`config.mk`:
```
export PLATFORM = sky130hd
export DESIGN_NAME = clc_cell
export DESIGN_NICKNAME = d
export VERILOG_FILES = /design/src/clc_pkg.sv /design/src/clc_macro_reg.sv /design/src/clc_cell.sv
export SDC_FILE = /design/constraint.sdc
export NUM_CORES = 1
export LEC_CHECK = 0
export BUFFER_PORTS_ARGS = -buffer_cell sky130_fd_sc_hd__clkbuf_2
export CORE_ASPECT_RATIO = 0.6
export CORE_MARGIN = 3
export CORE_UTILIZATION = 53
export DETAILED_ROUTE_END_ITERATION = 10
export PLACE_DENSITY = 0.87
export REMOVE_ABC_BUFFERS = 1
export SLEW_MARGIN = 40
export SYNTH_ARGS = -nofsm -noshare
export SYNTH_HDL_FRONTEND = slang
export SYNTH_HIERARCHICAL = 1
export SYNTH_SLANG_ARGS = --single-unit
```
`constraint.sdc`:
```
create_clock -name clk_sys_in -period 6 [get_ports clk_sys_in]
set_clock_uncertainty 0.05 [all_clocks]
set_input_delay 0.3 -clock clk_sys_in [delete_from_list [all_inputs] [get_ports clk_sys_in]]
set_output_delay 0.3 -clock clk_sys_in [all_outputs]
set_load 0.1 [all_outputs]
```
`src/clc_pkg.sv`:
```
// Purpose: shared constants, types and register map of the configurable logic cell
// Assumes: APB slave with 32-bit data, one aligned word per register
// Notes:   all offsets are byte addresses
package clc_pkg;

   // register byte offsets
   localparam logic [7:0]  CLC_CTRL_OFS   = 8'h00;
   localparam logic [7:0]  CLC_LUT_OFS    = 8'h04;
   localparam logic [7:0]  CLC_MCFG_OFS   = 8'h08;
   localparam logic [7:0]  CLC_STAT_OFS   = 8'h0C;

   // reset values
   localparam logic [4:0]  CLC_CTRL_RST   = 5'h00;
   localparam logic [15:0] CLC_LUT_RST    = 16'h0000;
   localparam logic [5:0]  CLC_MCFG_RST   = 6'h00;

   // field positions
   localparam int CLC_CTRL_MODE_LO  = 0;
   localparam int CLC_CTRL_CSEL     = 2;
   localparam int CLC_CTRL_CASC_EN  = 3;
   localparam int CLC_CTRL_CASC_OR  = 4;
   localparam int CLC_MCFG_TYPE_LO  = 0;
   localparam int CLC_MCFG_BYPASS   = 2;
   localparam int CLC_MCFG_CLK_SEL  = 3;
   localparam int CLC_MCFG_FALL0    = 4;
   localparam int CLC_MCFG_FALL1    = 5;
   localparam int CLC_STAT_CELL_Q   = 0;
   localparam int CLC_STAT_MC_Q     = 1;
   localparam int CLC_STAT_CARRY    = 2;
   localparam int CLC_STAT_CASC     = 3;
   localparam int CLC_STAT_CNT_LO   = 8;
   localparam int CLC_ARITH_CY_BASE = 8;   // carry table sits in the upper half of the mask

   // operating modes of the logic cell
   typedef enum logic [1:0] {
      CLC_MODE_NORMAL  = 2'b00,
      CLC_MODE_ARITH   = 2'b01,
      CLC_MODE_COUNTER = 2'b10,
      CLC_MODE_RSVD    = 2'b11
   } clc_mode_e;

   // macrocell register behaviour
   typedef enum logic [1:0] {
      CLC_FF_D  = 2'b00,
      CLC_FF_T  = 2'b01,
      CLC_FF_JK = 2'b10,
      CLC_FF_SR = 2'b11
   } clc_ff_e;

   // data inputs from local interconnect
   typedef struct packed {
      logic first_data_input;
      logic second_data_input;
      logic third_data_input;
      logic fourth_data_input;
      logic carry_in;
      logic cascade_in;
   } clc_cell_in_s;

   // macrocell configuration
   typedef struct packed {
      clc_ff_e ff_type;
      logic    bypass;
      logic    clk_sel;
      logic    fall0;
      logic    fall1;
   } clc_mcfg_s;

endpackage

```
`src/clc_macro_reg.sv`:
```
// Purpose: programmable macrocell register (D, T, JK, SR) with bypass
// Assumes: tick_in is already the selected group clock edge qualified by its enable
// Notes:   bypass makes the output follow the primary input without a register
`timescale 1ns/1ps
module clc_macro_reg
   import clc_pkg::*;
(
   input  wire logic    clk_sys_in,   // system clock
   input  wire logic    rst_n_in,     // async reset, active low
   input  wire logic    tick_in,      // register update strobe
   input  wire clc_ff_e ff_type_in,   // register behaviour
   input  wire logic    bypass_in,    // combinational output when high
   input  wire logic    a_in,         // D, T, J or S input
   input  wire logic    b_in,         // K or R input
   output logic         reg_q_out,    // stored value
   output logic         q_out         // cell output
);

   logic reg_d;

   // next state per register type
   always_comb
   begin
      case (ff_type_in)
         CLC_FF_D:  reg_d = a_in;
         CLC_FF_T:  reg_d = reg_q_out ^ a_in;
         CLC_FF_JK: reg_d = (a_in & ~reg_q_out) | (~b_in & reg_q_out);
         CLC_FF_SR: reg_d = a_in | (~b_in & reg_q_out);             // set wins over reset
         default:   reg_d = reg_q_out;
      endcase
   end

   // storage only moves on the selected qualified edge
   always_ff @(posedge clk_sys_in or negedge rst_n_in)
   begin
      if (!rst_n_in)
         reg_q_out <= 1'b0;
      else if (tick_in)
         reg_q_out <= reg_d;
   end

   // bypass gives a purely combinational path
   assign q_out = bypass_in ? a_in : reg_q_out;

endmodule // clc_macro_reg

```
`src/clc_cell.sv`:
```
// Purpose: configurable logic cell with lookup table, carry, cascade, counter and macrocell register
// Assumes: all inputs synchronous to clk_sys_in; group clocks arrive as sampled levels
// Notes:   zero-wait APB slave while clk_en_in is high; pslverr on unmapped or read-only write
`timescale 1ns/1ps
module clc_cell
   import clc_pkg::*;
#(
   parameter int CNT_W = 8                     // counter width
)
(
   input  wire logic              clk_sys_in,        // system clock, 20 MHz
   input  wire logic              rst_n_in,          // async reset, active low
   input  wire logic              clk_en_in,         // freezes all state when low
   // apb slave
   input  wire logic              psel,              // select
   input  wire logic              penable,           // access phase
   input  wire logic              pwrite,            // write when high
   input  wire logic [7:0]        paddr,             // byte address
   input  wire logic [31:0]       pwdata,            // write data
   output logic                   pready,            // transfer done
   output logic [31:0]            prdata,            // read data
   output logic                   pslverr,           // error answer
   // local interconnect
   input  wire clc_cell_in_s      cell_in,           // data, carry and cascade inputs
   input  wire logic              cell_ena_in,       // cell register clock enable
   input  wire logic              grp_sclr_in,       // group-wide synchronous clear
   input  wire logic              grp_sload_in,      // group-wide synchronous load
   input  wire logic [CNT_W-1:0]  load_data_in,      // value for synchronous load
   input  wire logic [1:0]        grp_clk_in,        // two group-wide clocks, sampled
   input  wire logic [1:0]        grp_clk_en_in,     // enable per group clock
   input  wire logic              mc_a_in,           // macrocell D/T/J/S input
   input  wire logic              mc_b_in,           // macrocell K/R input
   // results
   output logic                   lut_comb_out,      // unregistered table result
   output logic                   lut_reg_out,       // registered table result
   output logic                   carry_out,         // carry chain out
   output logic                   cascade_out,       // cascade chain out
   output logic [CNT_W-1:0]       count_out,         // counter value
   output logic                   mc_out             // macrocell output
);

   localparam logic [CNT_W-1:0] CNT_ONE  = CNT_W'(1);
   localparam logic [CNT_W-1:0] CNT_ZERO = '0;

   logic [4:0]       ctrl_q;
   logic [15:0]      lut_q;
   clc_mcfg_s        mcfg_q;
   logic [1:0]       clk_prev_q;
   logic [1:0]       clk_edge;
   logic             mc_tick;
   logic             mc_reg_q;
   logic             cell_q;
   logic [CNT_W-1:0] count_q;
   logic [CNT_W-1:0] count_d;
   clc_mode_e        mode;
   logic             apb_wr;
   logic             apb_rd;
   logic             addr_ok;
   logic [2:0]       arith_idx;
   logic [3:0]       norm_idx;
   logic             norm_res;
   logic             sum_res;
   logic             cy_res;
   logic             table_res;
   logic             cell_tick;
   logic             cnt_en;
   logic             cnt_up;

   // pick one bit of the configuration mask
   function automatic logic lut_pick(input logic [15:0] mask, input logic [3:0] idx);
      lut_pick = mask[idx];
   endfunction

   // true for an address that maps to a register
   function automatic logic addr_hit(input logic [7:0] a);
      addr_hit = (a == CLC_CTRL_OFS) || (a == CLC_LUT_OFS) || (a == CLC_MCFG_OFS) || (a == CLC_STAT_OFS);
   endfunction

   assign mode = clc_mode_e'(ctrl_q[CLC_CTRL_MODE_LO +: 2]);

   // apb decode; answer held off while the cell is frozen
   assign addr_ok = addr_hit(paddr);
   assign pready  = clk_en_in;
   assign apb_wr  = psel & penable & pwrite & clk_en_in;
   assign apb_rd  = psel & penable & ~pwrite;
   assign pslverr = psel & penable & (~addr_ok | (pwrite & (paddr == CLC_STAT_OFS)));

   // control register writes
   always_ff @(posedge clk_sys_in or negedge rst_n_in)
   begin
      if (!rst_n_in)
      begin
         ctrl_q <= CLC_CTRL_RST;
         lut_q  <= CLC_LUT_RST;
         mcfg_q <= clc_mcfg_s'(CLC_MCFG_RST);
      end
      else if (apb_wr)
      begin
         case (paddr)
            CLC_CTRL_OFS: ctrl_q <= pwdata[4:0];
            CLC_LUT_OFS:  lut_q  <= pwdata[15:0];
            CLC_MCFG_OFS: mcfg_q <= clc_mcfg_s'({pwdata[CLC_MCFG_TYPE_LO +: 2], pwdata[CLC_MCFG_BYPASS],
                                                 pwdata[CLC_MCFG_CLK_SEL], pwdata[CLC_MCFG_FALL0],
                                                 pwdata[CLC_MCFG_FALL1]});
            default:      ctrl_q <= ctrl_q;
         endcase
      end
   end

   // read mux; status word shows the live cell state
   always_comb
   begin
      prdata = 32'h0000_0000;
      if (apb_rd)
      begin
         case (paddr)
            CLC_CTRL_OFS: prdata[4:0]  = ctrl_q;
            CLC_LUT_OFS:  prdata[15:0] = lut_q;
            CLC_MCFG_OFS:
            begin
               prdata[CLC_MCFG_TYPE_LO +: 2] = mcfg_q.ff_type;
               prdata[CLC_MCFG_BYPASS]       = mcfg_q.bypass;
               prdata[CLC_MCFG_CLK_SEL]      = mcfg_q.clk_sel;
               prdata[CLC_MCFG_FALL0]        = mcfg_q.fall0;
               prdata[CLC_MCFG_FALL1]        = mcfg_q.fall1;
            end
            CLC_STAT_OFS:
            begin
               prdata[CLC_STAT_CELL_Q]          = cell_q;
               prdata[CLC_STAT_MC_Q]            = mc_reg_q;
               prdata[CLC_STAT_CARRY]           = carry_out;
               prdata[CLC_STAT_CASC]            = cascade_out;
               prdata[CLC_STAT_CNT_LO +: CNT_W] = count_q;
            end
            default:      prdata = 32'h0000_0000;
         endcase
      end
   end

   // table indices; normal mode swaps third input for carry-in on request
   assign norm_idx  = {cell_in.fourth_data_input,
                       ctrl_q[CLC_CTRL_CSEL] ? cell_in.carry_in : cell_in.third_data_input,
                       cell_in.second_data_input, cell_in.first_data_input};
   assign arith_idx = {cell_in.carry_in, cell_in.second_data_input, cell_in.first_data_input};
   assign norm_res  = lut_pick(lut_q, norm_idx);
   assign sum_res   = lut_pick(lut_q, {1'b0, arith_idx});
   assign cy_res    = lut_pick(lut_q, 4'(CLC_ARITH_CY_BASE) | {1'b0, arith_idx});
   assign table_res = (mode == CLC_MODE_ARITH) ? sum_res : norm_res;

   // cascade chain available in normal and arithmetic mode
   always_comb
   begin
      if (ctrl_q[CLC_CTRL_CASC_EN] && (mode != CLC_MODE_COUNTER))
         cascade_out = ctrl_q[CLC_CTRL_CASC_OR] ? (table_res | cell_in.cascade_in)
                                                : (table_res & cell_in.cascade_in);
      else
         cascade_out = table_res;
   end

   // carry out: adder carry, or terminal count so counter cells can chain
   always_comb
   begin
      case (mode)
         CLC_MODE_ARITH:   carry_out = cy_res;
         CLC_MODE_COUNTER: carry_out = cnt_up ? (&count_q) : ~(|count_q);
         default:          carry_out = 1'b0;
      endcase
   end

   assign lut_comb_out = table_res;
   assign lut_reg_out  = cell_q;

   // cell register holds the table result
   assign cell_tick = clk_en_in & cell_ena_in;
   always_ff @(posedge clk_sys_in or negedge rst_n_in)
   begin
      if (!rst_n_in)
         cell_q <= 1'b0;
      else if (cell_tick && (mode != CLC_MODE_COUNTER))
         cell_q <= table_res;
   end

   // counter controls come from the cell's own data inputs
   assign cnt_en = cell_in.first_data_input;
   assign cnt_up = cell_in.second_data_input;

   // clear over load over count; group lines act only on the counter register
   always_comb
   begin
      if (grp_sclr_in)
         count_d = CNT_ZERO;
      else if (grp_sload_in)
         count_d = load_data_in;
      else if (cnt_en)
         count_d = cnt_up ? CNT_W'(count_q + CNT_ONE) : CNT_W'(count_q - CNT_ONE);
      else
         count_d = count_q;
   end

   // counter register, gated by the cell clock enable
   always_ff @(posedge clk_sys_in or negedge rst_n_in)
   begin
      if (!rst_n_in)
         count_q <= CNT_ZERO;
      else if (cell_tick && (mode == CLC_MODE_COUNTER))
         count_q <= count_d;
   end

   assign count_out = count_q;

   // previous sampled level of both group clocks; one process keeps a single driver
   always_ff @(posedge clk_sys_in or negedge rst_n_in)
   begin
      if (!rst_n_in)
         clk_prev_q <= 2'h0;
      else if (clk_en_in)
         clk_prev_q <= grp_clk_in;
   end

   // edge detect per group clock; each may be set to rising or falling
   genvar g;
   generate
      for (g = 0; g < 2; g++)
      begin : g_clk
         logic fall_sel;
         assign fall_sel = (g == 0) ? mcfg_q.fall0 : mcfg_q.fall1;
         // a mixed-edge group programs one clock per edge
         assign clk_edge[g] = fall_sel ? (clk_prev_q[g] & ~grp_clk_in[g])
                                       : (~clk_prev_q[g] & grp_clk_in[g]);
      end
   endgenerate

   // selected clock always travels with its own enable
   assign mc_tick = clk_en_in & clk_edge[mcfg_q.clk_sel] & grp_clk_en_in[mcfg_q.clk_sel];

   clc_macro_reg u_macro
   (
      .clk_sys_in (clk_sys_in),
      .rst_n_in   (rst_n_in),
      .tick_in    (mc_tick),
      .ff_type_in (mcfg_q.ff_type),
      .bypass_in  (mcfg_q.bypass),
      .a_in       (mc_a_in),
      .b_in       (mc_b_in),
      .reg_q_out  (mc_reg_q),
      .q_out      (mc_out)
   );
endmodule // clc_cell

```
Yosys cells after proc, flatten, opt, wreduce, memory -nomap -nowiden
Index checks and enable logic that the tools add are counted.
{"block": "classes", "eq_ne": 9, "n_reduce_logical": 15, "addsub": 2, "n_lt_le_gt_ge": 4, "n_mux": 30, "bitwise": 30}
{"cell": "8-bit two-way mux", "n": 4}
{"cell": "1-bit bitwise AND", "n": 16}
{"cell": "8-bit by 4-bit equality test with 1-bit output, second input constant", "n": 2}
{"cell": "16-bit two-way mux", "n": 1}
{"cell": "4-bit case mux with 4 select lines", "n": 1}
{"cell": "8-bit case mux with 2 select lines", "n": 1}
{"cell": "1-bit two-way mux", "n": 15}
{"cell": "4-bit by 5-bit less-than comparator with 1-bit output, second input constant", "n": 2}
{"cell": "1-bit NOT", "n": 9}
{"cell": "8-bit by 1-bit adder with 8-bit output, second input constant", "n": 1}
{"cell": "8-bit by 3-bit equality test with 1-bit output, second input constant", "n": 1}
{"cell": "8-bit zero test", "n": 1}
{"cell": "2-bit AND reduction", "n": 4}
{"cell": "8-bit AND reduction", "n": 1}
{"cell": "8-bit OR reduction", "n": 1}
{"cell": "8-bit by 1-bit subtractor with 8-bit output, second input constant", "n": 1}
{"cell": "1-bit binary-select mux with 3-bit select", "n": 2}
{"cell": "2-bit equality test, second input constant", "n": 3}
{"cell": "3-bit by 5-bit less-than comparator with 1-bit output, second input constant", "n": 1}
{"cell": "1-bit binary-select mux with 4-bit select", "n": 1}
{"cell": "2-bit by 1-bit equality test with 1-bit output, second input constant", "n": 2}
{"cell": "1-bit OR", "n": 4}
{"cell": "1-bit case mux with 2 select lines", "n": 2}
{"cell": "1-bit case mux with 4 select lines", "n": 1}
{"cell": "other kinds (9)", "n": 13}
{"block": "word_totals", "in_bits": 69, "out_inout_bits": 47, "ff_bits": 39}

Depth between registers and ports, before layout
{"block": "logic_depth", "depth_word": 9, "ltp_mapped": 8, "ltp_nobuf": 8}

Cells and area by module
Netlist, hierarchy kept.
{"module": "clc_cell", "instances": 1, "cells_per_inst": 281, "area_each_um2": 2763.9, "seq_area_each_um2": 950.9}
{"module": "clc_macro_reg", "instances": 1, "cells_per_inst": 11, "area_each_um2": 98.8, "seq_area_each_um2": 25.0}

Least setup slack after synthesis
Ideal clock, no wire load.
{"block": "synth_path", "path_kind": "reg2out", "startpoint": "register count_q[5], in the netlist count_out[5]", "endpoint": "output port prdata[2]", "stages_incl_launch_ff": 6, "n_path_buf": 0, "t_arrival_ns": 3.469, "slack_ns": 2.181, "path_cell_list": "dfrtp_1 > or4_1 > nor4_1 > o21ai_0 > a211o_1 > a21oi_1"}
{"block": "synth_between", "elab_chain_cells": 6, "elab_cells_between_ends": 7, "cone_classes": "mux (4); bitwise (1); reduce/logical (2)"}
{"item": "from (decl)", "line_no": "clc_cell.sv:53", "source": "logic [CNT_W-1:0] count_q;"}
{"item": "from (signal assigned)", "line_no": "clc_cell.sv:206", "source": "count_q <= count_d;"}
{"item": "8-bit OR reduction", "line_no": "clc_cell.sv:165", "source": "CLC_MODE_COUNTER: carry_out = cnt_up ? (&count_q) : ~(|count_q);"}
{"item": "1-bit NOT", "line_no": "clc_cell.sv:165"}
{"item": "1-bit two-way mux *", "line_no": "clc_cell.sv:165"}
{"item": "1-bit case mux with 2 select lines *", "line_no": "clc_cell.sv:163", "source": "case (mode)"}
{"item": "4-bit case mux with 4 select lines *", "line_no": "clc_cell.sv:116", "source": "case (paddr)"}
{"item": "16-bit two-way mux *", "line_no": "clc_cell.sv:114", "source": "if (apb_rd)"}
{"item": "to (decl)", "line_no": "clc_cell.sv:21", "source": "output logic [31:0] prdata,"}
Every way passes the cells marked *; elsewhere a longest branch is shown, timed or not.

Worst setup path in the final report
Ends and elaborated chain as after synthesis.

==> impl_metrics.env <==
export IMPL_num_vias=2663
export IMPL_ys_seq_area_share_pct=34.1
export IMPL_cp_required_ps=5650
export IMPL_r2r_end="count_out[7]"
export IMPL_startpoint_type="flop"
export IMPL_r2r_start="count_out[4]"
export IMPL_hp_class="in -> reg"
export IMPL_power_density_mw_per_mm2=226
export IMPL_crit_type="reg -> out"
export IMPL_p_total_uw=766
export IMPL_final_hold_violation_count=0
export IMPL_synthArstFlopShare_pct=100
export IMPL_slew_viol_final=0
export IMPL_ir_worst_vdd_uv=124
export IMPL_grt_total_usage_pct=24.6
export IMPL_io_pins=116
export IMPL_grt_max_degree=40
export IMPL_postRouteAntennaNets=0
export IMPL_wire_per_inst_um=17.6
export IMPL_crit_family="simple AND/OR/NAND/NOR gates"
export IMPL_yosysUniqueCellTypes=56
export IMPL_status="completed"
export IMPL_place_hpwl_um=5960
export IMPL_overflow=0
export IMPL_io_buffers=83
export IMPL_synth_compound_area_share_pct=15.5
export IMPL_worst_slew_pin_slew_ps=716
export IMPL_slew_headroom_pct=52.1
export IMPL_cp_buffers_inverters=1
export IMPL_cp_cell_sequence="or4_1 > nor4_1 > o21ai_0 > a211o_1 > a21oi_1 > clkbuf_2"
export IMPL_rsz0062_at_grt="no"
export IMPL_finalSetupTns_ps=0
export IMPL_cts_sinks=39
export IMPL_yosys_warnings=6
export IMPL_antenna_found_initial=0
export IMPL_cp_slowest_cell="or4_1"
export IMPL_worstSetupEndpointType="output port"
export IMPL_grt_pass1_vias=2549
export IMPL_clock_root_buffer="clkbuf_8"
export IMPL_dr_pass1_iters=5
export IMPL_max_freq_mhz=337
export IMPL_place_area_mm2=0.00325
export IMPL_rows=20
export IMPL_ys_ff_latch=39
export IMPL_die_area_mm2=0.00635
export IMPL_synthAdderAreaFrac_pct=4.63
export IMPL_area_growth_pct=18.7
export IMPL_via_per_inst=6.07
export IMPL_cts_tree="done"
export IMPL_insertion_delay_ps=290
export IMPL_die_w_um=101
export IMPL_final_common_cell="clkbuf_2"
export IMPL_total_leakage_power_uw=0.00167
export IMPL_pre_cts_ws_ps=3370
export IMPL_synthSimpleGateAreaFrac_pct=16.1
export IMPL_synth_area_per_cell_um2=9.80
export IMPL_crit_start="count_out[5]"
export IMPL_grt_pass1_wl_um=12300
export IMPL_first_iter_violations=251
export IMPL_drc=0
export IMPL_fp_dieH_um=62.9
export IMPL_final_cell_mix="clkbuf_2 (82), dfrtp_1 (39), nor2_1 (32)"
export IMPL_holdWs_ps=184
export IMPL_path_max_fanout=6
export IMPL_num_antenna_cells=0
export IMPL_hold_path_cell_count=2
export IMPL_whs_endpoint="lut_q[9]"
export IMPL_nets=451
export IMPL_slowest_delay_ps=550
export IMPL_clockBufferDepth=2
export IMPL_r2r_slack_ps=3700
export IMPL_wl_um=7740
export IMPL_fin_ws_ps=3030
export IMPL_synth_area_mm2=0.00286
export IMPL_cts_buffers=5
export IMPL_setup_viol=0
export IMPL_synthXorXnorAreaFrac_pct=0.918
export IMPL_netlist_instances=292
export IMPL_synth_mux_area_share_pct=20.8
export IMPL_fin_crit_sh_pct=49.4
export IMPL_synth_edf_count=0
export IMPL_synth_top_family_by_area="multiplexers"
export IMPL_coreArea_mm2=0.00513
export IMPL_path_clk_slew_ps=80
export IMPL_drv_cap=0
export IMPL_period_minus_slack_ps=2970
export IMPL_worstPathArrival_ps=2620
export IMPL_layout_drive_gt1_share_pct=36.5
export IMPL_htreeDepth=2
export IMPL_fin_area_mm2=0.00340
export IMPL_start_util_pct=55.8
export IMPL_routabilityCongestion=0.963
export IMPL_hold_path_startpoint="pwdata[9]"
export IMPL_ys_flop_type="dfrtp_1"
export IMPL_r2r_cells=6
export IMPL_post_cts_setup_buffer_count=0
report_power, final:
part	switching (uW)	internal [uW]	leakage, uW
sequential	14.2	272	0.000520
combinational	166	52.8	0.00108
clock	95.0	166	0.0000654
total	275	491	0.00167
worst max path at each step:
| stage | cells past startpoint | endpoint | slack (ps) |
|---|---|---|---|
| 2_1_floorplan | 5 | prdata[2] | 2180 |
| 4_1_cts | 6 | prdata[2] | 3060 |
| 3_3_place_gp | 6 | prdata[2] | 3390 |
| 6_report | 6 | prdata[2] | 3030 |
| 3_5_place_dp | 6 | prdata[2] | 3370 |
| 5_1_grt | 6 | prdata[2] | 2880 |
logic make-up after synthesis:
kind of cell / Yosys count
xor+xnor: 3
mux: 45
flops: 39
buf+inv: 39
fa+ha+maj: 10
simple gates: 90
other cells: 1
compound gates: 65
what timing repair did:
| action | in CTS | in global routing |
|---|---|---|
| hold buffers | 1 | 0 |
| hold endpoints to repair | 39 | 0 |
| resized for setup | 0 | 0 |
per-layer routing:
layer	wire length, um	part of all wire [%]	vias to the layer above	GRT usage [%]
met5	0	0	-	0
met1	3420	44	1278	35.5
li1	-	-	1205	-
met3	896	12	16	6.69
met4	102	1.3	0	6.22
met2	3320	43	164	36.4
state kept, by name, indices dropped and copies added (netlist names):
signal,flops
lut_reg_out,1
count_out,8
u_macro/reg_q_out,1
mcfg_q,4
lut_q,16
ctrl_q,5
clk_prev_q,2
g_clk.fall_sel,2
per-stage QoR:
stage / std cells / util [%]
6_report: 439 / 66.2
5_1_grt: 439 / 66.2
4_1_cts: 439 / 66.2
3_5_place_dp: 430 / 63.4
3_3_place_gp: 430 / 63.3
2_1_floorplan: 280 / -
Yosys cell counts, types with 2 or more instances:
library cell | count | share of area [%]
a211oi_1 | 3 | 0.79
a21o_1 | 3 | 0.79
a21oi_1 | 10 | 1.7
a22o_1 | 3 | 0.92
a22oi_1 | 9 | 2.4
a31oi_1 | 5 | 1.1
and3_1 | 2 | 0.44
buf_1 | 2 | 0.26
buf_2 | 2 | 0.35
buf_4 | 18 | 4.7
clkbuf_1 | 4 | 0.52
dfrtp_1 | 39 | 34
ha_1 | 9 | 3.9
inv_1 | 12 | 1.6
mux2_2 | 22 | 8.7
mux2_4 | 6 | 3.1
mux2i_1 | 10 | 3.5
mux4_2 | 7 | 5.5
nand2_1 | 23 | 3.0
nand3_1 | 5 | 0.87
nand3b_1 | 3 | 0.79
nand4_1 | 2 | 0.44
nor2_1 | 32 | 4.2
nor2b_1 | 3 | 0.66
nor3_1 | 4 | 0.70
nor4_4 | 2 | 1.5
o21ai_0 | 16 | 2.8
o31ai_1 | 2 | 0.52
or2_2 | 2 | 0.44
or3_1 | 2 | 0.44
or4_1 | 4 | 1.0
xnor2_1 | 2 | 0.61
cell type report:
| class | instances | area (um2) |
|---|---|---|
| fillers | 404 | 1730 |
| multi-input cells | 229 | 1730 |
| flip-flops and latches | 39 | 976 |
| repair buffers | 85 | 435 |
| well taps | 66 | 82.6 |
| clock buffers | 6 | 72.6 |
| clock inverters | 2 | 60.1 |
| inverters | 12 | 45.0 |
worst reg2reg max path, stage by stage, from the launching register on:
cell	delay, ps
dfrtp_1	480
ha_1	280
or4_1	490
a211oi_1	360
o21ai_0	150
a41oi_1	260
nand3_1	110
Note: power is estimated with default switching activity, not from simulation.
